$ cat config.mk
export PLATFORM = sky130hd
export DESIGN_NAME = branch_execute_unit
export DESIGN_NICKNAME = d
export VERILOG_FILES = /design/src/rtl/branch_pkg.sv /design/src/rtl/branch_decode.sv /design/src/rtl/branch_resolve.sv /design/src/rtl/branch_execute_unit.sv
export SDC_FILE = /design/constraint.sdc
export NUM_CORES = 1
export LEC_CHECK = 0
export ABC_AREA = 1
export BUFFER_PORTS_ARGS = -buffer_cell sky130_fd_sc_hd__buf_4
export CORE_ASPECT_RATIO = 2
export CORE_MARGIN = 3
export CORE_UTILIZATION = 57
export CTS_CLUSTER_DIAMETER = 50
export DETAILED_ROUTE_END_ITERATION = 8
export PLACE_DENSITY = 0.83
export SETUP_SLACK_MARGIN = 0.2
export SLEW_MARGIN = 30
export SYNTH_ARGS = -nofsm -noshare
export SYNTH_HDL_FRONTEND = slang
export SYNTH_SLANG_ARGS = --single-unit
$ cat constraint.sdc
create_clock -name MCLK -period 1.9 [get_ports MCLK]
set_clock_uncertainty 0.2 [all_clocks]
set_input_delay 0.19 -clock MCLK [delete_from_list [all_inputs] [get_ports MCLK]]
set_output_delay 0.19 -clock MCLK [all_outputs]
set_load 0.01 [all_outputs]
$ cat src/rtl/branch_pkg.sv
package branch_pkg;

    // ----------------------------------------------------------------
    // Widths
    // ----------------------------------------------------------------
    localparam int unsigned XLEN      = 32;   // Data and address width
    localparam int unsigned IMM_W     = 16;   // Immediate field width
    localparam int unsigned REG_IDX_W = 5;    // Register index width
    localparam int unsigned OPC_W     = 6;    // Major opcode width
    localparam int unsigned COND_W    = 4;    // Condition field width

    // ----------------------------------------------------------------
    // Field positions (instruction bit 0 is the word's msb, bit 31 here)
    // ----------------------------------------------------------------
    localparam int unsigned FLD_OPC_LSB    = 26;  // Opcode, bits 0..5
    localparam int unsigned FLD_DELAY      = 25;  // Delay flag, bit 6
    localparam int unsigned FLD_COND_LSB   = 21;  // Condition, bits 7..10
    localparam int unsigned FLD_TEST_LSB   = 16;  // Test register, bits 11..15
    localparam int unsigned FLD_IMM_LSB    = 0;   // Immediate, bits 16..31
    localparam int unsigned FLD_OFFSET_LSB = 11;  // Offset register, bits 16..20
    localparam int unsigned FLD_DEST_LSB   = 21;  // Link register, bits 6..10
    localparam int unsigned FLD_J_DELAY    = 20;  // Jump delay flag, bit 11
    localparam int unsigned FLD_J_ABS      = 19;  // Jump absolute flag, bit 12
    localparam int unsigned FLD_J_LINK     = 18;  // Jump link flag, bit 13

    // ----------------------------------------------------------------
    // Opcodes and condition codes
    // ----------------------------------------------------------------
    localparam logic [OPC_W-1:0]  OPC_COND_IMM = 6'h2f;  // Immediate conditional
    localparam logic [OPC_W-1:0]  OPC_COND_REG = 6'h27;  // Register conditional
    localparam logic [OPC_W-1:0]  OPC_JUMP_REG = 6'h26;  // Unconditional register
    localparam logic [COND_W-1:0] COND_NE      = 4'h1;   // Not equal to zero
    localparam logic [COND_W-1:0] COND_LT      = 4'h2;   // Less than zero

    // ----------------------------------------------------------------
    // Sequencing constants
    // ----------------------------------------------------------------
    localparam logic [XLEN-1:0] PC_STEP = 32'h0000_0004;  // Sequential advance

    typedef logic [1:0] cyc_t;                       // Occupancy in cycles
    localparam cyc_t CYC_ZERO        = 2'h0;
    localparam cyc_t CYC_ONE         = 2'h1;
    localparam cyc_t CYC_NOT_TAKEN   = 2'h1;         // Fall-through branch
    localparam cyc_t CYC_TAKEN_DELAY = 2'h2;         // Taken, delay slot kept
    localparam cyc_t CYC_TAKEN_FLUSH = 2'h3;         // Taken, slot discarded

    // Branch class decoded from the word
    typedef enum logic [4:0] {
        KIND_NONE   = 5'b00001,
        KIND_LT_IMM = 5'b00010,
        KIND_NE_REG = 5'b00100,
        KIND_NE_IMM = 5'b01000,
        KIND_JUMP   = 5'b10000
    } kind_t;

    // Sequencer states
    typedef enum logic [1:0] {
        ST_READY = 2'b01,
        ST_HOLD  = 2'b10
    } state_t;

endpackage

$ cat src/rtl/branch_decode.sv
module branch_decode
    import branch_pkg::*;
(
    // Instruction and prefix
    input  wire logic [XLEN-1:0]      instr,
    input  wire logic                 prefix_valid,
    input  wire logic [IMM_W-1:0]     prefix_high,
    // Decoded fields
    output kind_t                     kind,
    output logic                      delay,
    output logic                      absolute,
    output logic                      link,
    output logic                      illegal,
    output logic [REG_IDX_W-1:0]      dest_idx,
    output logic [XLEN-1:0]           imm_operand
);

    logic [OPC_W-1:0]  opc;     // Major opcode
    logic [COND_W-1:0] cond;    // Condition code
    logic [IMM_W-1:0]  imm;     // Raw immediate field

    assign opc      = instr[FLD_OPC_LSB +: OPC_W];
    assign cond     = instr[FLD_COND_LSB +: COND_W];
    assign imm      = instr[FLD_IMM_LSB +: IMM_W];
    assign dest_idx = instr[FLD_DEST_LSB +: REG_IDX_W];

    // ----------------------------------------------------------------
    // Immediate operand: a prefix replaces the sign extension
    // ----------------------------------------------------------------
    always_comb
    begin
        if (prefix_valid)
            imm_operand = {prefix_high, imm};
        else
            imm_operand = {{(XLEN-IMM_W){imm[IMM_W-1]}}, imm};
    end

    // ----------------------------------------------------------------
    // Class and flag decode
    // ----------------------------------------------------------------
    always_comb
    begin
        kind     = KIND_NONE;
        delay    = 1'b0;
        absolute = 1'b0;
        link     = 1'b0;
        illegal  = 1'b0;
        if (opc == OPC_COND_IMM && cond == COND_LT)
        begin
            kind  = KIND_LT_IMM;
            delay = instr[FLD_DELAY];
        end
        else if (opc == OPC_COND_IMM && cond == COND_NE)
        begin
            kind  = KIND_NE_IMM;
            delay = instr[FLD_DELAY];
        end
        else if (opc == OPC_COND_REG && cond == COND_NE)
        begin
            kind  = KIND_NE_REG;
            delay = instr[FLD_DELAY];
        end
        else if (opc == OPC_JUMP_REG)
        begin
            kind     = KIND_JUMP;
            delay    = instr[FLD_J_DELAY];
            absolute = instr[FLD_J_ABS];
            link     = instr[FLD_J_LINK];
            // Link without delay has no valid encoding
            illegal  = instr[FLD_J_LINK] && !instr[FLD_J_DELAY];
        end
    end

endmodule

$ cat src/rtl/branch_resolve.sv
module branch_resolve
    import branch_pkg::*;
(
    // Decoded branch
    input  kind_t                     kind,
    input  wire logic                 absolute,
    // Operands
    input  wire logic [XLEN-1:0]      pc,
    input  wire logic [XLEN-1:0]      test_value,
    input  wire logic [XLEN-1:0]      offset_value,
    input  wire logic [XLEN-1:0]      imm_operand,
    // Result
    output logic                      taken,
    output logic [XLEN-1:0]           next_pc
);

    // ----------------------------------------------------------------
    // Condition and target selection
    // ----------------------------------------------------------------
    always_comb
    begin
        taken   = 1'b0;
        next_pc = pc + PC_STEP;
        unique case (kind)
            KIND_LT_IMM:
            begin
                // Two's complement: negative means msb set
                taken = test_value[XLEN-1];
                if (taken)
                    next_pc = pc + imm_operand;
            end
            KIND_NE_IMM:
            begin
                taken = |test_value;
                if (taken)
                    next_pc = pc + imm_operand;
            end
            KIND_NE_REG:
            begin
                taken = |test_value;
                if (taken)
                    next_pc = pc + offset_value;
            end
            KIND_JUMP:
            begin
                taken   = 1'b1;
                next_pc = absolute ? offset_value : pc + offset_value;
            end
            KIND_NONE:
            begin
                taken = 1'b0;
            end
        endcase
    end

endmodule

$ cat src/rtl/branch_execute_unit.sv
module branch_execute_unit
    import branch_pkg::*;
(
    // Clock and reset
    input  wire logic                      MCLK,
    input  wire logic                      RST_N,
    // Instruction from the decode stage
    input  wire logic                      INSTR_VALID,
    input  wire logic [XLEN-1:0]           INSTR,
    input  wire logic [XLEN-1:0]           INSTR_PC,
    // Immediate prefix from the instruction just before
    input  wire logic                      PREFIX_VALID,
    input  wire logic [IMM_W-1:0]          PREFIX_HIGH,
    // Register file operands
    input  wire logic [XLEN-1:0]           TEST_SOURCE_REG,
    input  wire logic [XLEN-1:0]           OFFSET_SOURCE_REG,
    // Pipeline control
    output logic                           READY,
    output logic                           PC_LOAD,
    output logic [XLEN-1:0]                NEXT_PC,
    output logic                           TAKEN,
    output logic                           FLUSH,
    output logic                           SLOT_KEEP,
    output logic                           ILLEGAL,
    // Link write to the register file
    output logic                           LINK_WE,
    output logic [REG_IDX_W-1:0]           LINK_REG,
    output logic [XLEN-1:0]                LINK_DATA
);

    import branch_pkg::*;

    // ----------------------------------------------------------------
    // Timing summary
    // ----------------------------------------------------------------
    // Edge 0 takes the word; every result pulse stands in the cycle
    // after it. An untaken branch leaves READY high, so a new word may
    // follow on edge 1. A taken delayed branch drops READY for one
    // cycle, a taken undelayed one for two, which gives the pipeline
    // room to fetch the target. The stall is counted here rather than
    // in the fetch stage, so that stage needs no knowledge of the
    // delay flag. Reserved jump encodings are reported, never executed.

    // ----------------------------------------------------------------
    // Declarations
    // ----------------------------------------------------------------
    kind_t                 kind;          // Decoded branch class
    logic                  delay;         // Delay slot requested
    logic                  absolute;      // Target is the register itself
    logic                  link;          // Return address wanted
    logic                  illegal;       // Reserved jump encoding
    logic [REG_IDX_W-1:0]  dest_idx;      // Link destination index
    logic [XLEN-1:0]       imm_operand;   // Extended or prefixed immediate
    logic                  taken;         // Condition met
    logic [XLEN-1:0]       target_pc;     // Resolved next program counter

    logic                  accept;        // Word taken this cycle
    logic                  is_branch;     // Accepted word is a valid branch
    cyc_t                  next_cycles;   // Occupancy of the accepted branch
    logic                  multi_cycle;   // Branch needs extra cycles

    state_t                state;         // Sequencer state
    cyc_t                  remaining;     // Extra cycles still to hold

    // ----------------------------------------------------------------
    // Decode
    // ----------------------------------------------------------------
    branch_decode branch_decode_i (
        .instr        (INSTR),
        .prefix_valid (PREFIX_VALID),
        .prefix_high  (PREFIX_HIGH),
        .kind         (kind),
        .delay        (delay),
        .absolute     (absolute),
        .link         (link),
        .illegal      (illegal),
        .dest_idx     (dest_idx),
        .imm_operand  (imm_operand)
    );

    // ----------------------------------------------------------------
    // Condition test and target arithmetic
    // ----------------------------------------------------------------
    branch_resolve branch_resolve_i (
        .kind         (kind),
        .absolute     (absolute),
        .pc           (INSTR_PC),
        .test_value   (TEST_SOURCE_REG),
        .offset_value (OFFSET_SOURCE_REG),
        .imm_operand  (imm_operand),
        .taken        (taken),
        .next_pc      (target_pc)
    );

    // ----------------------------------------------------------------
    // Acceptance
    // ----------------------------------------------------------------
    // A word is only taken while the sequencer is idle; READY is the
    // registered copy of that, so the stage above sees a clean level
    assign accept    = INSTR_VALID && READY;
    // Reserved encodings never steer the PC
    assign is_branch = (kind != KIND_NONE) && !illegal;

    // ----------------------------------------------------------------
    // Occupancy of the accepted branch
    // ----------------------------------------------------------------
    always_comb
    begin
        if (!taken)
            next_cycles = CYC_NOT_TAKEN;
        else if (delay)
            next_cycles = CYC_TAKEN_DELAY;
        else
            next_cycles = CYC_TAKEN_FLUSH;
    end

    assign multi_cycle = next_cycles > CYC_NOT_TAKEN;

    // ----------------------------------------------------------------
    // Sequencer: holds the stage for the extra cycles
    // ----------------------------------------------------------------
    // The count is loaded with cycles minus one, since the accept
    // cycle itself is the first cycle of the branch
    always_ff @(posedge MCLK or negedge RST_N)
    begin
        if (!RST_N)
        begin
            state     <= ST_READY;
            remaining <= CYC_ZERO;
        end
        else
        begin
            unique case (state)
                ST_READY:
                begin
                    // Start holding only for a taken branch
                    if (accept && is_branch && multi_cycle)
                    begin
                        state     <= ST_HOLD;
                        remaining <= next_cycles - CYC_ONE;
                    end
                end
                ST_HOLD:
                begin
                    // Release when the last extra cycle ends
                    if (remaining == CYC_ONE)
                        state <= ST_READY;
                    remaining <= remaining - CYC_ONE;
                end
            endcase
        end
    end

    // ----------------------------------------------------------------
    // Ready flag toward the decode stage
    // ----------------------------------------------------------------
    // Kept as its own flop so that the output does not depend on the
    // state decode; it drops on the accept edge of a taken branch
    always_ff @(posedge MCLK or negedge RST_N)
    begin
        if (!RST_N)
            READY <= 1'b1;
        else if (state == ST_READY && accept && is_branch && multi_cycle)
            READY <= 1'b0;
        else if (state == ST_HOLD && remaining == CYC_ONE)
            READY <= 1'b1;
    end

    // ----------------------------------------------------------------
    // Program counter update
    // ----------------------------------------------------------------
    // Load strobe: one pulse for every accepted valid branch, taken or not
    always_ff @(posedge MCLK or negedge RST_N)
    begin
        if (!RST_N)
            PC_LOAD <= 1'b0;
        else
            PC_LOAD <= accept && is_branch;
    end

    // Taken flag rides with the load strobe, never on its own
    always_ff @(posedge MCLK or negedge RST_N)
    begin
        if (!RST_N)
            TAKEN <= 1'b0;
        else
            TAKEN <= accept && is_branch && taken;
    end

    // NEXT_PC holds its value between loads; the fetch stage only
    // looks at it when PC_LOAD pulses
    always_ff @(posedge MCLK or negedge RST_N)
    begin
        if (!RST_N)
            NEXT_PC <= '0;
        else if (accept && is_branch)
            NEXT_PC <= target_pc;
    end

    // ----------------------------------------------------------------
    // Delay slot handling
    // ----------------------------------------------------------------
    // Without a delay slot the word already fetched behind the branch
    // must die; with one it runs to completion before the target
    // Kill strobe for the sequential word of a taken undelayed branch
    always_ff @(posedge MCLK or negedge RST_N)
    begin
        if (!RST_N)
            FLUSH <= 1'b0;
        else
            FLUSH <= accept && is_branch && taken && !delay;
    end

    // Keep strobe: the sequential word is a delay slot and completes
    always_ff @(posedge MCLK or negedge RST_N)
    begin
        if (!RST_N)
            SLOT_KEEP <= 1'b0;
        else
            SLOT_KEEP <= accept && is_branch && taken && delay;
    end

    // ----------------------------------------------------------------
    // Reserved encoding report
    // ----------------------------------------------------------------
    // The word is consumed in one cycle and leaves the PC alone, so the
    // pipeline can raise its own exception from this pulse
    always_ff @(posedge MCLK or negedge RST_N)
    begin
        if (!RST_N)
            ILLEGAL <= 1'b0;
        else
            ILLEGAL <= accept && (kind == KIND_JUMP) && illegal;
    end

    // ----------------------------------------------------------------
    // Link write
    // ----------------------------------------------------------------
    // The return value is the branch's own address, not the address
    // after the delay slot; software adds the step itself on return
    // Write strobe toward the register file, one cycle wide
    always_ff @(posedge MCLK or negedge RST_N)
    begin
        if (!RST_N)
            LINK_WE <= 1'b0;
        else
            LINK_WE <= accept && is_branch && (kind == KIND_JUMP) && link;
    end

    // Index and value hold until the next link, so a slow register
    // file may still read them after the strobe has gone
    always_ff @(posedge MCLK or negedge RST_N)
    begin
        if (!RST_N)
        begin
            LINK_REG  <= '0;
            LINK_DATA <= '0;
        end
        else if (accept && is_branch && (kind == KIND_JUMP) && link)
        begin
            LINK_REG  <= dest_idx;
            LINK_DATA <= INSTR_PC;
        end
    end

endmodule

==> results by group, run 1 <==
Status
  • Stop Error: [ERROR DPL-0038] Utilization greater than 100%, impossible to legalize
  • Status: did not finish
  • Failed at: clock tree synthesis

Die
  • Die width: 100 um
  • Initial Utilization: 58.6%
  • Chip height: 195 um
  • Number of placement rows: 68
  • Num ports: 224

CTS
  • Hold-fix buffers, CTS: 7
  • Setup bufs post-CTS: 32
  • H-tree depth: 3
  • CTS Sinks: 80
  • Worst-case clock buffer depth: 2
  • Cts bufs inserted: 9
  • Clock root buffer: clkbuf_16
  • Post-CTS sizing: 477

Placement
  • Pre-CTS setup slack: -609 ps
  • Number of buffers inserted by port buffering: 221
  • Post-placement cell count: 2519
  • GP Congestion: 1.35
  • Area post-placement: 15100 sq um
  • Detail Placement HPWL: 42.8 mm

Yosys
  • Dominant synthesized flop cell: dfrtp_1
  • #FFs+latches synth: 80
  • Post-Syn Nets: 2027
  • Avg Inst Size Synth: 5.61 sq um
  • Asr flop ratio synth: 100%
  • Sequential-to-total area share from yosys stat: 19.7%
  • Library cells used by synthesis: 49
  • Number of flops mapped to enable cells by yosys: 0
  • Synthesized cell area: 10200 sq um
  • Synthesis warning total: 0
  • Cells after Synth: 1813
## Yosys cell counts (2+ instances only)
| cell | count | area [sq um] |
|---|---|---|
| o21ai_0 | 55 | 275 |
| nand2_2 | 4 | 25.0 |
| buf_2 | 14 | 70.1 |
| o22a_1 | 2 | 17.5 |
| xor2_1 | 25 | 219 |
| and2_1 | 6 | 37.5 |
| nand3b_1 | 8 | 60.1 |
| inv_1 | 261 | 980 |
| a21o_1 | 2 | 15.0 |
| o21bai_1 | 16 | 120 |
| a22oi_1 | 2 | 15.0 |
| inv_2 | 8 | 30.0 |
| nor3_1 | 22 | 110 |
| buf_4 | 3 | 22.5 |
| ha_1 | 64 | 801 |
| o211ai_1 | 9 | 67.6 |
| nand3_1 | 134 | 671 |
| nor3_2 | 3 | 30.0 |
| nand4_1 | 19 | 119 |
| nor2_2 | 2 | 12.5 |
| o21ai_1 | 5 | 25.0 |
| nand2_1 | 649 | 2440 |
| xnor2_1 | 18 | 158 |
| nor3b_1 | 2 | 15.0 |
| fa_1 | 2 | 40.0 |
| nor4_1 | 5 | 31.3 |
| nor2_4 | 2 | 22.5 |
| o22ai_1 | 4 | 25.0 |
| or2_0 | 2 | 12.5 |
| dfrtp_1 | 78 | 1950 |
| clkbuf_1 | 14 | 52.6 |
| a31oi_1 | 9 | 56.3 |
| nor2_1 | 253 | 950 |
| clkinv_1 | 2 | 7.51 |
| o211ai_2 | 4 | 50.1 |
| nand3_2 | 3 | 30.0 |
| a21oi_1 | 83 | 415 |
| or2_2 | 7 | 43.8 |
| dfstp_2 | 2 | 52.6 |
## cell families after synthesis
logic type	synth area share (%)
adder cells (fa/ha/maj)	8.27
AO/OA/AOI/OAI	11.0
buffers and inverters	11.6
AND/OR/NAND/NOR	45.8
XOR/XNOR	3.70
flip-flops	19.7
## metrics by stage
| stage | utilization (%) | hold slack (ps) |
|---|---|---|
| after detailed placement | 87.1 | -55.8 |
| after global placement | 87.1 | -68.3 |
| after floorplan | - | -306 |
==> run 2: changes to the inputs <==
Settings changed: CORE_ASPECT_RATIO 2 to unset, CORE_UTILIZATION 57 to 40, CTS_CLUSTER_DIAMETER 50 to unset, PLACE_DENSITY 0.83 to unset, PLACE_DENSITY_LB_ADDON set to 0.15, SETUP_SLACK_MARGIN 0.2 to unset.
==> results by group, run 2 <==
Critical path
  • CP max-delay cell: dfstp_2
  • Critical path fanouts, max: 5
  • Most used cell along the critical path: nand2_4
  • Worst r2r src: READY
  • Crit end category: flip-flop
  • Crit start category: flip-flop
  • Critical path type: reg2reg
  • Slowest Stage Delay on Critical Path: 580 ps
  • Worst reg2reg setup slack: -160 ps
  • Worst R2R Path Depth: 9
  • R2R Path End: NEXT_PC[31]
  • Cells along the critical path: nand2_4, a21oi_4, nand2_4, buf_12, buf_4, a31oi_4, nand3_2, nor2_2, nor2_1
  • WP data required: 1940 ps
  • CP arrival: 2110 ps

STA
  • Hold Slack: 19.6 ps
  • Setup TNS: -1970 ps
  • PnR worst setup slack: -162 ps
  • Final Hold Viols: 0
  • Final Max Slew Viols: 0
  • Period minus WS final: 2060 ps
  • Endpoints failing setup: 30
  • Worst Tran Pin Value: 507 ps
  • Rel. slew slack: 66.2%
  • RSZ-0062 raised after global routing: true
  • Fmax: 485 MHz
  • Ratio of final minimum period to clock period: 109%

Die
  • Core footprint: 24700 sq um
  • Number of placement rows: 57 (-16%)
  • Die width: 165 um (+65%)
  • Chip height: 165 um (-15%)
  • Num ports: 224 (unchanged)
  • Initial Utilization: 41.2% (-17 points)
  • Die area: 27400 sq um

Drt
  • Total number of vias: 14300
  • Post-DRT Antenna Nets: 0
  • Initial DRC Count: 1292
  • DR vias/cell: 5.26
  • Drt pass-1 iters: 6
  • Routed wire length: 51.6 mm
  • DRC Markers: 0
  • Wire length per cell: 19.0 um

GRT
  • Met1 usage: 44.0%
  • Grt peak-use layer: met2
  • Aggregate global-route resource usage: 34.7%
  • Initial antenna violation count: 1
  • Largest net degree at the start of global routing: 42
  • Met3 GRT Util: 3.37%
  • Vias in the first global route: 13100
  • Gr ovfl total: 0
  • Global-route wire length before repair: 71.8 mm
  • Met2 GRT Util: 59.0%

Yosys
  • Yosys top cell area share: 23.9% (unchanged)
  • Avg Inst Size Synth: 5.61 sq um (unchanged)
  • Sequential-to-total area share from yosys stat: 19.7% (unchanged)
  • Dominant synthesized flop cell: dfrtp_1
  • Cells after Synth: 1813 (unchanged)
  • Synthesized cell area: 10200 sq um (unchanged)
  • Library cells used by synthesis: 49 (unchanged)
  • #FFs+latches synth: 80 (unchanged)
  • Main combinational cell family by area after synthesis: simple AND/OR/NAND/NOR gates
  • Most frequent cell after synthesis: nand2_1
  • Cell taking the most area after synthesis: nand2_1
  • Number of flops mapped to enable cells by yosys: 0 (unchanged)
  • Commonest cells in the synthesized netlist: nand2_1, inv_1, nor2_1
  • Synth top area cells: nand2_1, dfrtp_1, inv_1, nor2_1, ha_1
  • Simple-Gate Fraction of Synth Area: 45.8% (unchanged)
  • Synth Area in Adders: 8.27% (unchanged)
  • Post-Syn Nets: 2027 (unchanged)
  • Post-synthesis xor/xnor area fraction: 3.70% (unchanged)
  • Post-synthesis mux area share: 0% (unchanged)
  • Synthesis warning total: 0 (unchanged)
  • Asr flop ratio synth: 100% (unchanged)
  • Synth Area in Compound Gates: 11.0% (unchanged)

Cells and area
  • Layout area overhead: 75.3%
  • Nets: 2603
  • Regs by FF count: LINK_DATA x32, NEXT_PC x32, LINK_REG x5
  • Commonest non-fill, non-tap cells in the layout: buf_4, nand2_1, inv_1
  • Commonest non-fill, non-tap cell in the layout: buf_4
  • Share of layout cells above drive strength 1: 42.9%

Power
  • VDD IR max: 0.435 mV
  • Power per cell area: 501 nW/um^2
  • Leakage power: 9.30 nW

CTS
  • H-tree depth: 3 (unchanged)
  • Clock tree from TritonCTS: done
  • Cts bufs inserted: 9 (unchanged)
  • Clock root buffer: clkbuf_16
  • Clock Latency Late Sink: 360 ps
  • CTS Sinks: 80 (unchanged)
  • Clk slew on worst S/H paths: 80 ps
  • Worst-case clock buffer depth: 2 (unchanged)

Job
  • Maxcap violations: 0

Min path
  • Worst hold path endpoint: LINK_REG[1]
  • Hold depth: 4
  • Hold path startpoint: INSTR[22]
  • Min-delay worst type: in2reg

Placement
  • Number of buffers inserted by port buffering: 221 (unchanged)
  • GP Congestion: 1.01 (-25%)
  • Detail Placement HPWL: 40.4 mm (-5.7%)

Status
  • Failing checks: negative setup slack
  • Status: finished with violations
run 2: cell counts after synthesis:
No cell type changed its count.
run 2: worst max-delay path by stage:
stage | depth (start not counted) | slack (ps) | endpoint | startpoint
floorplan | 17 | -270 | NEXT_PC[23] | PREFIX_VALID
global placement | 15 | -670 | NEXT_PC[31] | PREFIX_VALID
detailed placement | 15 | -660 | NEXT_PC[31] | PREFIX_VALID
CTS | 15 | -60 | NEXT_PC[18] | INSTR_PC[5]
global route | 18 | -250 | NEXT_PC[18] | INSTR_PC[11]
finish | 9 | -160 | NEXT_PC[31] | READY
run 2: timing repair:
item                       CTS  global route
hold endpoints to repair    70             0
cloned                       2             4
setup endpoints to repair   31            33
setup buffers               16            27
resized for setup          154           293
hold buffers                 8             0
pin swaps                   71           140
run 2: cells by family (layout without fill, tap and decap cells):
group | count (synthesis) | after routing
simple gates | 1125 | 1126
buf+inv | 304 | 884
compound gates | 195 | 195
flops | 80 | 80
fa+ha+maj | 66 | 66
xor+xnor | 43 | 43
other cells | 0 | 1
run 2: worst max-delay path, delay by kind of cell (launching register included):
family / cells / cell delay (ps)
simple gates: 5 / 500
buf+inv: 2 / 340
flops: 1 / 580
compound gates: 2 / 320
run 2: power by group:
| group | internal (mW) | switching [mW] | leakage, nW |
|---|---|---|---|
| registers | 1.97 | 0.201 | 1.04 |
| clock network | 1.03 | 0.885 | 0.139 |
| logic | 2.25 | 2.60 | 8.12 |
| total | 5.25 | 3.69 | 9.30 |
run 2: cell type report:
| cell class | count | area, sq um |
|---|---|---|
| multi-input cells | 1430 | 9240 |
| fillers | 2073 | 6850 |
| repair buffers | 597 | 4840 |
| flip-flops and latches | 80 | 2000 |
| inverters | 271 | 1030 |
| well taps | 324 | 405 |
| clock buffers | 10 | 229 |
| clock inverters | 6 | 67.6 |
| diodes | 1 | 2.50 |
run 2: stage by stage:
step	area [sq um]	total power [mW]	cells	setup WS (ps)	utilization, %
finish	17800	8.93	2719	-162	72.2
global route	17800	9.37	2719	-252	72.2
CTS	16300	8.32	2687	-56.7	65.9
detailed placement	15000	6.10	2646	-662	60.7
global placement	15000	6.06	2646	-675	60.7
floorplan	10600	4.07	1813	-266	-
run 2: metal layers:
metal  routed length, um  share of wire [%]
met3                3860                7.5
met2               23700                 46
met5                   0                  0
met4                3620                7.0
met1               20400                 40
Power figures use the tool's default switching activity.
